File: config.mk
export PLATFORM = sky130hd
export DESIGN_NAME = ast_top
export DESIGN_NICKNAME = d
export VERILOG_FILES = /design/src/rtl/ast_filt.v /design/src/rtl/ast_top.v
export VERILOG_INCLUDE_DIRS = /design/src /design/src/rtl
export SDC_FILE = /design/constraint.sdc
export NUM_CORES = 1
export LEC_CHECK = 0
export ABC_CLOCK_PERIOD_IN_PS = 3700
export BUFFER_PORTS_ARGS = -buffer_cell sky130_fd_sc_hd__clkbuf_2
export CAP_MARGIN = 5
export CORE_MARGIN = 2
export CORE_UTILIZATION = 55
export DETAILED_ROUTE_END_ITERATION = 8
export PLACE_DENSITY = 0.73
export SLEW_MARGIN = 40
export SYNTH_ARGS = -nofsm -noshare
export SYNTH_HDL_FRONTEND = slang
export SYNTH_SLANG_ARGS = --single-unit
File: constraint.sdc
create_clock -name I_MCLK -period 3.7 [get_ports I_MCLK]
set_clock_uncertainty 0.05 [all_clocks]
set_input_delay 0.185 -clock I_MCLK [delete_from_list [all_inputs] [get_ports I_MCLK]]
set_output_delay 0.185 -clock I_MCLK [all_outputs]
set_load 0.005 [all_outputs]
File: src/rtl/ast_map.vh
// Notes on behaviour
// host holds reset over ten clocks; the testbench's first reset lasts five clocks
// encoder inputs: 1 clock, filtered 3 clocks
// pulser inputs: 1 clock, filtered 3 clocks
// sensor inputs: 2 clocks, filtered 80 clocks
// jog and pulser enable: 2, filtered 655360
// deviation clear width 255 times multiplier
// width code 111 gives level output
// ack between one and five clocks
// read data valid one clock before ack
// ack released, then wait for strobe low
// host keeps write data until ack
// busy within five, pulse within fifteen
// group lines: drive 8, accept 5
// command starts deviation clear output
// command releases deviation clear output
// command pulses the group start line
`ifndef AST_MAP_VH
`define AST_MAP_VH
`define AST_OFS_ENV1      8'h00
`define AST_OFS_ENV2      8'h04
`define AST_OFS_CMD       8'h08
`define AST_OFS_STAT      8'h0c
`define AST_ENV1_RST      32'h0000_0000
`define AST_ENV2_RST      32'h0000_0000
`define AST_ERCW_LSB      12
`define AST_SENS_FLT_BIT  26
`define AST_JOG_FLT_BIT   27
`define AST_ENC_FLT_BIT   18
`define AST_PLS_FLT_BIT   19
`define AST_STAT_BSY_BIT  16
`define AST_STAT_ERC_BIT  17
`define AST_CMD_GSTA      8'h06
`define AST_CMD_GSTP      8'h07
`define AST_CMD_DEVIATION_CLEAR_ASSERT_CMD    8'h24
`define AST_CMD_ERCREL    8'h25
`define AST_CMD_STOP      8'h49
`define AST_CMD_START     8'h50
`define AST_FAST_CYC      20'd1
`define AST_FAST_FLT_CYC  20'd3
`define AST_SENS_CYC      20'd2
`define AST_SENS_FLT_CYC  20'd80
`define AST_JOG_FLT_CYC   655360
`define AST_GRP_IN_CYC    20'd5
`define AST_GRP_OUT_CYC   4'd8
`define AST_ERC_BASE_CYC  255
`define AST_ERC_LEVEL     3'b111
`define AST_FIRST_PLS_CYC 8'd9
`endif

File: src/rtl/ast_filt.v
`timescale 1ns/10ps
`default_nettype none
module ast_filt #(
	parameter CW = 20
) (
	input  wire          i_clk,
	input  wire          i_rst,
	input  wire          i_d,
	input  wire [CW-1:0] i_len,
	input  wire          i_init,
	output reg           o_q
);
	reg  [CW-1:0] cnt_r;
	wire [CW-1:0] cnt_inc = cnt_r + {{(CW-1){1'b0}}, 1'b1};

	// a new level is taken only after it has stood i_len clocks in a row
	always @(posedge i_clk) begin
		if (i_rst) begin
			cnt_r <= {CW{1'b0}};
			o_q   <= i_init;
		end else if (i_d == o_q) begin
			cnt_r <= {CW{1'b0}};
		end else if (cnt_inc >= i_len) begin
			cnt_r <= {CW{1'b0}};
			o_q   <= i_d;
		end else begin
			cnt_r <= cnt_inc;
		end
	end
endmodule // ast_filt
`default_nettype wire

File: src/rtl/ast_top.v
// The Wishbone slave port and the address map are this design's own decisions.
`timescale 1ns/10ps
`default_nettype none
`include "ast_map.vh"
module ast_top #(
	parameter [19:0] JOG_FLT_CYC  = `AST_JOG_FLT_CYC,
	parameter [21:0] ERC_BASE_CYC = `AST_ERC_BASE_CYC,
	parameter [7:0]  PULSE_PERIOD = 8'd20
) (
	input  wire        I_MCLK,
	input  wire        I_RST,
	input  wire        I_WB_CYC,
	input  wire        I_WB_STB,
	input  wire        I_WB_WE,
	input  wire [7:0]  I_WB_ADR,
	input  wire [3:0]  I_WB_SEL,
	input  wire [31:0] I_WB_DAT,
	output reg  [31:0] O_WB_DAT,
	output wire        O_WB_ACK,
	input  wire        I_ENCODER_PHASE_ONE,
	input  wire        I_ENCODER_PHASE_TWO,
	input  wire        I_ENCODER_INDEX_INPUT,
	input  wire        I_MANUAL_PULSER_PHASE_ONE,
	input  wire        I_MANUAL_PULSER_PHASE_TWO,
	input  wire        I_SERVO_ALARM_SIGNAL,
	input  wire        I_POSITIONING_DONE_SIGNAL,
	input  wire        I_TRAVEL_LIMIT_SENSOR_POS,
	input  wire        I_TRAVEL_LIMIT_SENSOR_NEG,
	input  wire        I_SLOWDOWN_SENSOR,
	input  wire        I_ORIGIN_SENSOR,
	input  wire        I_MANUAL_JOG_DIRECTION_POS,
	input  wire        I_MANUAL_JOG_DIRECTION_NEG,
	input  wire        I_MANUAL_PULSER_ENABLE_N,
	input  wire        I_GROUP_START_LINE_N,
	output wire        O_GROUP_START_LINE_N,
	output wire        O_GROUP_START_LINE_OE_N,
	input  wire        I_GROUP_STOP_LINE_N,
	output wire        O_GROUP_STOP_LINE_N,
	output wire        O_GROUP_STOP_LINE_OE_N,
	output reg         O_DEVIATION_CLEAR_OUTPUT,
	output wire        O_AXIS_BUSY_OUTPUT_N,
	output reg         O_PULSE_OUT
);
	localparam [1:0] BUS_IDLE = 2'd0;
	localparam [1:0] BUS_PREP = 2'd1;
	localparam [1:0] BUS_ACK  = 2'd2;
	localparam [1:0] BUS_WAIT = 2'd3;
	localparam [31:0] ENV1_RST = `AST_ENV1_RST;
	localparam [31:0] ENV2_RST = `AST_ENV2_RST;

	reg  [1:0]  bus_st_r;
	reg  [1:0]  bus_st_nxt;
	reg  [31:0] env1_r;
	reg  [31:0] env2_r;
	reg  [7:0]  cmd_last_r;
	reg         cmd_go_r;
	reg         start_d_r;
	reg         busy_r;
	reg  [7:0]  pcnt_r;
	reg  [3:0]  gsta_cnt_r;
	reg  [3:0]  gstp_cnt_r;
	reg  [21:0] erc_cnt_r;
	reg         gsta_prev_r;
	reg         gstp_prev_r;
	reg  [31:0] rd_nxt;
	reg  [21:0] erc_len;
	wire [15:0] raw_in;
	wire [15:0] flt_q;
	wire        wr_now;
	wire        cmd_wr;
	wire        enc_f;
	wire        pls_f;
	wire        sens_f;
	wire        jog_f;
	wire        gsta_fall;
	wire        gstp_fall;
	wire [2:0]  erc_code;

	// bus slave: data set one clock ahead of the one-clock ack
	always @* begin
		case (bus_st_r)
			BUS_IDLE: bus_st_nxt = (I_WB_CYC && I_WB_STB) ? BUS_PREP : BUS_IDLE;
			BUS_PREP: bus_st_nxt = BUS_ACK;
			BUS_ACK:  bus_st_nxt = BUS_WAIT;
			BUS_WAIT: bus_st_nxt = I_WB_STB ? BUS_WAIT : BUS_IDLE;
			default:  bus_st_nxt = BUS_IDLE;
		endcase
	end

	assign O_WB_ACK = (bus_st_r == BUS_ACK);
	// write data sampled only at the ack edge, while the master still holds it
	assign wr_now   = O_WB_ACK && I_WB_CYC && I_WB_STB && I_WB_WE;
	assign cmd_wr   = wr_now && (I_WB_ADR == `AST_OFS_CMD) && I_WB_SEL[0];

	always @* begin
		case (I_WB_ADR)
			`AST_OFS_ENV1: rd_nxt = env1_r;
			`AST_OFS_ENV2: rd_nxt = env2_r;
			`AST_OFS_CMD:  rd_nxt = {24'h00_0000, cmd_last_r};
			`AST_OFS_STAT: rd_nxt = {14'h0000, O_DEVIATION_CLEAR_OUTPUT, busy_r, flt_q};
			default:       rd_nxt = 32'h0000_0000;
		endcase
	end

	always @(posedge I_MCLK) begin
		if (I_RST) begin
			bus_st_r <= BUS_IDLE;
			O_WB_DAT <= 32'h0000_0000;
		end else begin
			bus_st_r <= bus_st_nxt;
			if (bus_st_r == BUS_IDLE && bus_st_nxt == BUS_PREP) begin
				O_WB_DAT <= rd_nxt;
			end
		end
	end

	genvar b;
	generate
		for (b = 0; b < 4; b = b + 1) begin : g_lane
			always @(posedge I_MCLK) begin
				if (I_RST) begin
					env1_r[8*b+7:8*b] <= ENV1_RST[8*b+7:8*b];
					env2_r[8*b+7:8*b] <= ENV2_RST[8*b+7:8*b];
				end else if (wr_now && I_WB_SEL[b]) begin
					if (I_WB_ADR == `AST_OFS_ENV1) begin
						env1_r[8*b+7:8*b] <= I_WB_DAT[8*b+7:8*b];
					end
					if (I_WB_ADR == `AST_OFS_ENV2) begin
						env2_r[8*b+7:8*b] <= I_WB_DAT[8*b+7:8*b];
					end
				end
			end
		end
	endgenerate

	assign enc_f    = env2_r[`AST_ENC_FLT_BIT];
	assign pls_f    = env2_r[`AST_PLS_FLT_BIT];
	assign sens_f   = env1_r[`AST_SENS_FLT_BIT];
	assign jog_f    = env1_r[`AST_JOG_FLT_BIT];
	assign erc_code = env1_r[`AST_ERCW_LSB+2:`AST_ERCW_LSB];

	// active-low pins are inverted so every filter idles at zero after reset
	assign raw_in = {~I_GROUP_STOP_LINE_N, ~I_GROUP_START_LINE_N, ~I_MANUAL_PULSER_ENABLE_N,
		I_MANUAL_JOG_DIRECTION_NEG, I_MANUAL_JOG_DIRECTION_POS, I_ORIGIN_SENSOR,
		I_SLOWDOWN_SENSOR, I_TRAVEL_LIMIT_SENSOR_NEG, I_TRAVEL_LIMIT_SENSOR_POS,
		I_POSITIONING_DONE_SIGNAL, I_SERVO_ALARM_SIGNAL, I_MANUAL_PULSER_PHASE_TWO,
		I_MANUAL_PULSER_PHASE_ONE, I_ENCODER_INDEX_INPUT, I_ENCODER_PHASE_TWO,
		I_ENCODER_PHASE_ONE};

	generate
		for (b = 0; b < 16; b = b + 1) begin : g_flt
			wire [19:0] len =
				(b < 3)  ? (enc_f ? `AST_FAST_FLT_CYC : `AST_FAST_CYC) :
				(b < 5)  ? (pls_f ? `AST_FAST_FLT_CYC : `AST_FAST_CYC) :
				(b < 11) ? (sens_f ? `AST_SENS_FLT_CYC : `AST_SENS_CYC) :
				(b < 14) ? (jog_f ? JOG_FLT_CYC : `AST_SENS_CYC) :
				`AST_GRP_IN_CYC;
			ast_filt #(
				.CW (20)
			) u_flt (
				.i_clk  (I_MCLK),
				.i_rst  (I_RST),
				.i_d    (raw_in[b]),
				.i_len  (len),
				.i_init (1'b0),
				.o_q    (flt_q[b])
			);
		end
	endgenerate

	always @(posedge I_MCLK) begin
		if (I_RST) begin
			gsta_prev_r <= 1'b0;
			gstp_prev_r <= 1'b0;
		end else begin
			gsta_prev_r <= flt_q[14];
			gstp_prev_r <= flt_q[15];
		end
	end
	assign gsta_fall = flt_q[14] && !gsta_prev_r;
	assign gstp_fall = flt_q[15] && !gstp_prev_r;

	// command decode: one clock after the ack edge
	always @(posedge I_MCLK) begin
		if (I_RST) begin
			cmd_last_r <= 8'h00;
			cmd_go_r   <= 1'b0;
		end else begin
			cmd_go_r <= cmd_wr && (I_WB_DAT[7:0] == `AST_CMD_START);
			if (cmd_wr) begin
				cmd_last_r <= I_WB_DAT[7:0];
			end
		end
	end

	// group lines: open drain, pulled low for a fixed eight clocks
	always @(posedge I_MCLK) begin
		if (I_RST) begin
			gsta_cnt_r <= 4'd0;
			gstp_cnt_r <= 4'd0;
		end else begin
			if (cmd_wr && I_WB_DAT[7:0] == `AST_CMD_GSTA) begin
				gsta_cnt_r <= `AST_GRP_OUT_CYC;
			end else if (gsta_cnt_r != 4'd0) begin
				gsta_cnt_r <= gsta_cnt_r - 4'd1;
			end
			if (cmd_wr && I_WB_DAT[7:0] == `AST_CMD_GSTP) begin
				gstp_cnt_r <= `AST_GRP_OUT_CYC;
			end else if (gstp_cnt_r != 4'd0) begin
				gstp_cnt_r <= gstp_cnt_r - 4'd1;
			end
		end
	end
	assign O_GROUP_START_LINE_N    = 1'b0;
	assign O_GROUP_START_LINE_OE_N = (gsta_cnt_r == 4'd0);
	assign O_GROUP_STOP_LINE_N     = 1'b0;
	assign O_GROUP_STOP_LINE_OE_N  = (gstp_cnt_r == 4'd0);

	// axis run: the profile generator is outside, only start timing lives here
	always @(posedge I_MCLK) begin
		if (I_RST) begin
			start_d_r   <= 1'b0;
			busy_r      <= 1'b0;
			pcnt_r      <= 8'h00;
			O_PULSE_OUT <= 1'b0;
		end else begin
			start_d_r   <= cmd_go_r || gsta_fall;
			O_PULSE_OUT <= 1'b0;
			// a start landing in the same clock as a stop wins while the axis is idle; a busy axis takes the stop
			if (start_d_r && !busy_r) begin
				busy_r <= 1'b1;
				pcnt_r <= `AST_FIRST_PLS_CYC;
			end else if ((cmd_wr && I_WB_DAT[7:0] == `AST_CMD_STOP) || gstp_fall) begin
				busy_r <= 1'b0;
			end else if (busy_r) begin
				if (pcnt_r == 8'h00) begin
					O_PULSE_OUT <= 1'b1;
					pcnt_r      <= PULSE_PERIOD - 8'd1;
				end else begin
					pcnt_r <= pcnt_r - 8'd1;
				end
			end
		end
	end
	assign O_AXIS_BUSY_OUTPUT_N = ~busy_r;

	// width = base times multiplier; the largest product fits 22 bits
	always @* begin
		case (erc_code)
			3'b000:  erc_len = ERC_BASE_CYC;
			3'b001:  erc_len = ERC_BASE_CYC << 3;
			3'b010:  erc_len = ERC_BASE_CYC << 5;
			3'b011:  erc_len = ERC_BASE_CYC << 7;
			3'b100:  erc_len = ERC_BASE_CYC << 10;
			3'b101:  erc_len = ERC_BASE_CYC << 12;
			3'b110:  erc_len = ERC_BASE_CYC << 13;
			default: erc_len = 22'd0;
		endcase
	end

	always @(posedge I_MCLK) begin
		if (I_RST) begin
			O_DEVIATION_CLEAR_OUTPUT <= 1'b0;
			erc_cnt_r                <= 22'd0;
		end else if (cmd_wr && I_WB_DAT[7:0] == `AST_CMD_ERCREL) begin
			O_DEVIATION_CLEAR_OUTPUT <= 1'b0;
			erc_cnt_r                <= 22'd0;
		end else if (cmd_wr && I_WB_DAT[7:0] == `AST_CMD_DEVIATION_CLEAR_ASSERT_CMD) begin
			O_DEVIATION_CLEAR_OUTPUT <= 1'b1;
			erc_cnt_r                <= erc_len - 22'd1;
		end else if (O_DEVIATION_CLEAR_OUTPUT && erc_code != `AST_ERC_LEVEL) begin
			// level mode never times out, only the release command ends it
			if (erc_cnt_r == 22'd0) begin
				O_DEVIATION_CLEAR_OUTPUT <= 1'b0;
			end else begin
				erc_cnt_r <= erc_cnt_r - 22'd1;
			end
		end
	end
endmodule // ast_top
`default_nettype wire

==> impl_metrics.csv <==
group,metric,value,unit
clock_tree,clk_latency,0.61,ns
clock_tree,clock-sinks,487,
power,pwr_density_cell,465.2,nW/um^2
worst_setup_path,crit_path_end_kind,"register",
worst_setup_path,cp_max_fo,7,
global_routing,grt_max_degree,59,
worst_setup_path,worstReg2RegStart,"bus_st_r[1]",
die,num_rows,73,
clock_tree,path_clk_slew,0.06,ns
worst_setup_path,crit_path_start_kind,"register",
min_path,min_from,"I_WB_SEL[2]",
global_routing,grt_pass1_wl,85.82,mm
placement,port_buffers,102,
worst_setup_path,cpMostUsedCell,"nor3_1",
timing,fmax,0.2931,GHz
synth,syn-cell-area,22010,sq um
min_path,hold_path.class,"primary input to register",
synth,synth_seq_cells,487,
routing,wl_per_cell,15.18,microns
timing,slew_viol_final,0,
die,initial_core_util,0.5551,
timing,finalCriticalPeriod,3.412,ns
worst_setup_path,crit_path_top_delay_cell,"or4_1",
synth,synth.avg_cell_area,8.935,sq um
clock_tree,numCtsBuffers,52,
die,die_x,204.0,microns
timing,max_slew_margin,0.4510,
cells_and_area,final_cell_mix,"487 x dfxtp_1, 309 x nor2_1, 204 x conb_1, 166 x nand2_1",
power,seqPwrFrac,0.458,
worst_setup_path,critPathKind,"register to register",
synth,synthTopCellsByArea,"dfxtp_1 44%, nor2_1 5.4%, xnor2_1 4.5%",
worst_setup_path,worstPathRequired,4.14,ns
synth,postSynthCellCount,2463,
timing,setup_viol,0,
power,finalPower,12.27,mW
timing,fin_crit_sh,0.9221,
die,core_area,39640,sq um
cells_and_area,nets,2939,
worst_setup_path,cp_slowest_stage_delay,0.66,ns
worst_setup_path,crit_family,"simple AND/OR/NAND/NOR gates",
global_routing,grt_usage,0.2476,
status,outcome,"completed",
synth,synth-main-ff-cell,"dfxtp_1",
synth,ys_warn_count,0,
routing,avgViaCountPerCell,5.502,
routing,drt_pass1_iterations,5,
timing,fin_setup_tns,0,ns
routing,wl,51.51,mm
global_routing,grt-ovfl-total,0,
cells_and_area,area_growth,19.83,%
worst_setup_path,rr_endpoint,"erc_cnt_r[10]",
worst_setup_path,rrSetupSlack,0.29,ns
die,io_pins,105,
clock_tree,cts_tree,"done",
synth,synth_top_area_share,0.4430,
cells_and_area,drive_gt1_frac,0.1026,
timing,worst_pin_slew,0.8197,ns
synth,ys_types,82,
cells_and_area,final_common_cell,"dfxtp_1",
min_path,min_to,"env1_r[17]",
cells_and_area,final-seq-area,9749,sq um
synth,async_flop_share,0,
synth,yosysTopAreaCell,"dfxtp_1",
power,switching_power,2.819,mW
min_path,holdPathStages,5,
timing,rsz0062_at_grt,"no",
routing,route.vias.total,18670,
power,p_leak,10.14,nW
run,maxCapViolations,0,
cells_and_area,multi_input_area,12410,sq um
synth,synth_edf_count,0,
routing,dr.first_iter.drc_count,1056,
synth,synth_seq_area_share,0.4430,
power,irDropWorstVdd,0.3733,mV
global_routing,grt_pass1_vias,18120,
worst_setup_path,crit_buf_inv,2,
clock_tree,cts-root-buf,"clkbuf_16",
power,p_sw_frac,0.2298,
die,die-height,204.0,microns
placement,dp_hpwl,36.59,mm
routing,ant_nets,0,
timing,final-hold-violation-count,0,
clock_tree,cts_buffer_depth,3,
worst_setup_path,reg2regPathDepth,12,
placement,gp_congestion,0.8594,
worst_setup_path,cp.depth,12,
global_routing,antenna_found_initial,2,
worst_setup_path,crit_arrival,3.86,ns
power,clock_power_share,0.470,
clock_tree,h-tree-depth,2,
power,p_int,9.448,mW
die,dieArea,41630,sq um
routing,drc,0,
cells_and_area,nFillCells,3253,
power,share_comb_of_total_power,0.072,
worst_setup_path,path_cells,"nor2b_1 -> nand3_1 -> or4_1 -> nor3_1 -> a21oi_1 -> ha_1 -> inv_1 -> a311o_1 -> buf_4 -> nor3_1 -> xnor2_1 -> a211oi_1",
[state kept, by name, summed over array words and instances, names as in the netlist, 2 cells and up]
signal,flops
pcnt_r,8
bus_st_r,2
gsta_cnt_r,4
env1_r,32
gstp_cnt_r,4
g_flt.u_flt.cnt_r,320
cmd_last_r,8
O_WB_DAT,32
g_flt.u_flt.o_q,16
env2_r,31
erc_cnt_r,22
[Yosys cell counts, types with 17 or more instances]
master	number
a211oi_1	21
a21oi_1	98
a22o_1	22
a22oi_1	36
a31oi_1	20
and2_1	24
and3_1	51
and4_1	34
clkbuf_1	68
dfxtp_1	487
ha_1	50
inv_1	73
mux2_2	25
mux2i_1	70
nand2_1	166
nand2b_1	21
nand3_1	113
nand4_1	75
nor2_1	314
nor2b_1	35
nor3_1	81
nor4_1	41
o21ai_0	61
o31ai_1	17
or3_1	25
or4_1	23
xnor2_1	112
xor2_1	65
[cells by family (layout without fill, tap and decap cells)]
logic type      Yosys count  count (layout)  share of synthesized area
simple gates           1063            1063                     0.2476
flops                   487             487                     0.4430
compound gates          427             427                     0.1338
xor+xnor                177             177                    0.07045
buf+inv                 161             361                    0.02985
mux                      97              97                    0.04668
fa+ha+maj                50              50                    0.02843
other cells               1             206                  0.0001704
[power groups by stage]
| stage | logic, mW | registers (mW) | clock network, mW |
|---|---|---|---|
| 2_1_floorplan | 0.590 | 5.68 | 0 |
| 3_3_place_gp | 0.782 | 5.72 | 0 |
| 3_5_place_dp | 0.811 | 5.73 | 0 |
| 4_1_cts | 0.866 | 5.62 | 5.87 |
| 5_1_grt | 0.994 | 5.65 | 6.09 |
| 6_report | 0.884 | 5.62 | 5.76 |
[timing repair]
action / 4_1_cts / 5_1_grt
setup buffers: 0 / 1
setup endpoints to repair: 0 / 17
endpoints found under the hold margin: 118 / 0
gates resized for setup: 0 / 2
hold buffers: 53 / 0
[cell type report]
type	instances	area share
clock buffers	72	0.05869
inverters	73	0.01039
clock inverters	24	0.01490
multi-input cells	2018	0.4705
repair buffers	192	0.05067
diodes	2	0.0001898
flip-flops and latches	487	0.3697
well taps	525	0.02491
[worst max path at each step]
stage,start,end,slack [ns]
final,bus_st_r[1],erc_cnt_r[10],0.29
after CTS,g_flt[13].u_flt.cnt_r[10],g_flt[13].u_flt.cnt_r[9],0.19
after global routing,g_flt[13].u_flt.cnt_r[10],g_flt[13].u_flt.cnt_r[4],0.06
after floorplan,I_WB_ADR[1],erc_cnt_r[16],0.40
after detailed placement,g_flt[13].u_flt.cnt_r[10],g_flt[13].u_flt.cnt_r[9],0.23
after global placement,g_flt[13].u_flt.cnt_r[10],g_flt[13].u_flt.cnt_r[19],0.44
[routing by layer]
| metal | vias to the layer above | routed length, microns | GRT usage |
|---|---|---|---|
| li1 | 9477 | - | - |
| met1 | 8686 | 22990 | 0.3163 |
| met2 | 411 | 24560 | 0.4236 |
| met3 | 94 | 2647 | 0.04225 |
| met4 | 0 | 1311 | 0.08385 |
| met5 | - | 0 | 0 |
[worst register-to-register path, cell delays in order (launching register included)]
cell and delay [ns]:
dfxtp_1 0.38, nor2b_1 0.28, nand3_1 0.35, or4_1 0.66, nor3_1 0.38, a21oi_1 0.10
ha_1 0.21, inv_1 0.08, a311o_1 0.21, buf_4 0.20, nor3_1 0.07, xnor2_1 0.13
a211oi_1 0.21
[metrics by stage]
step	hold WS [ns]	utilization	area (sq um)	setup WS [ns]	instances
2_1_floorplan	0.2105	-	22770	0.4013	2666
3_3_place_gp	0.3855	0.6011	23830	0.4446	3239
3_5_place_dp	0.3918	0.6023	23870	0.2258	3241
4_1_cts	0.1229	0.6646	26350	0.1932	3390
5_1_grt	0.1453	0.6652	26370	0.06024	3392
6_report	0.1445	0.6652	26370	0.2883	3393
(Power assumes the default switching activity.)
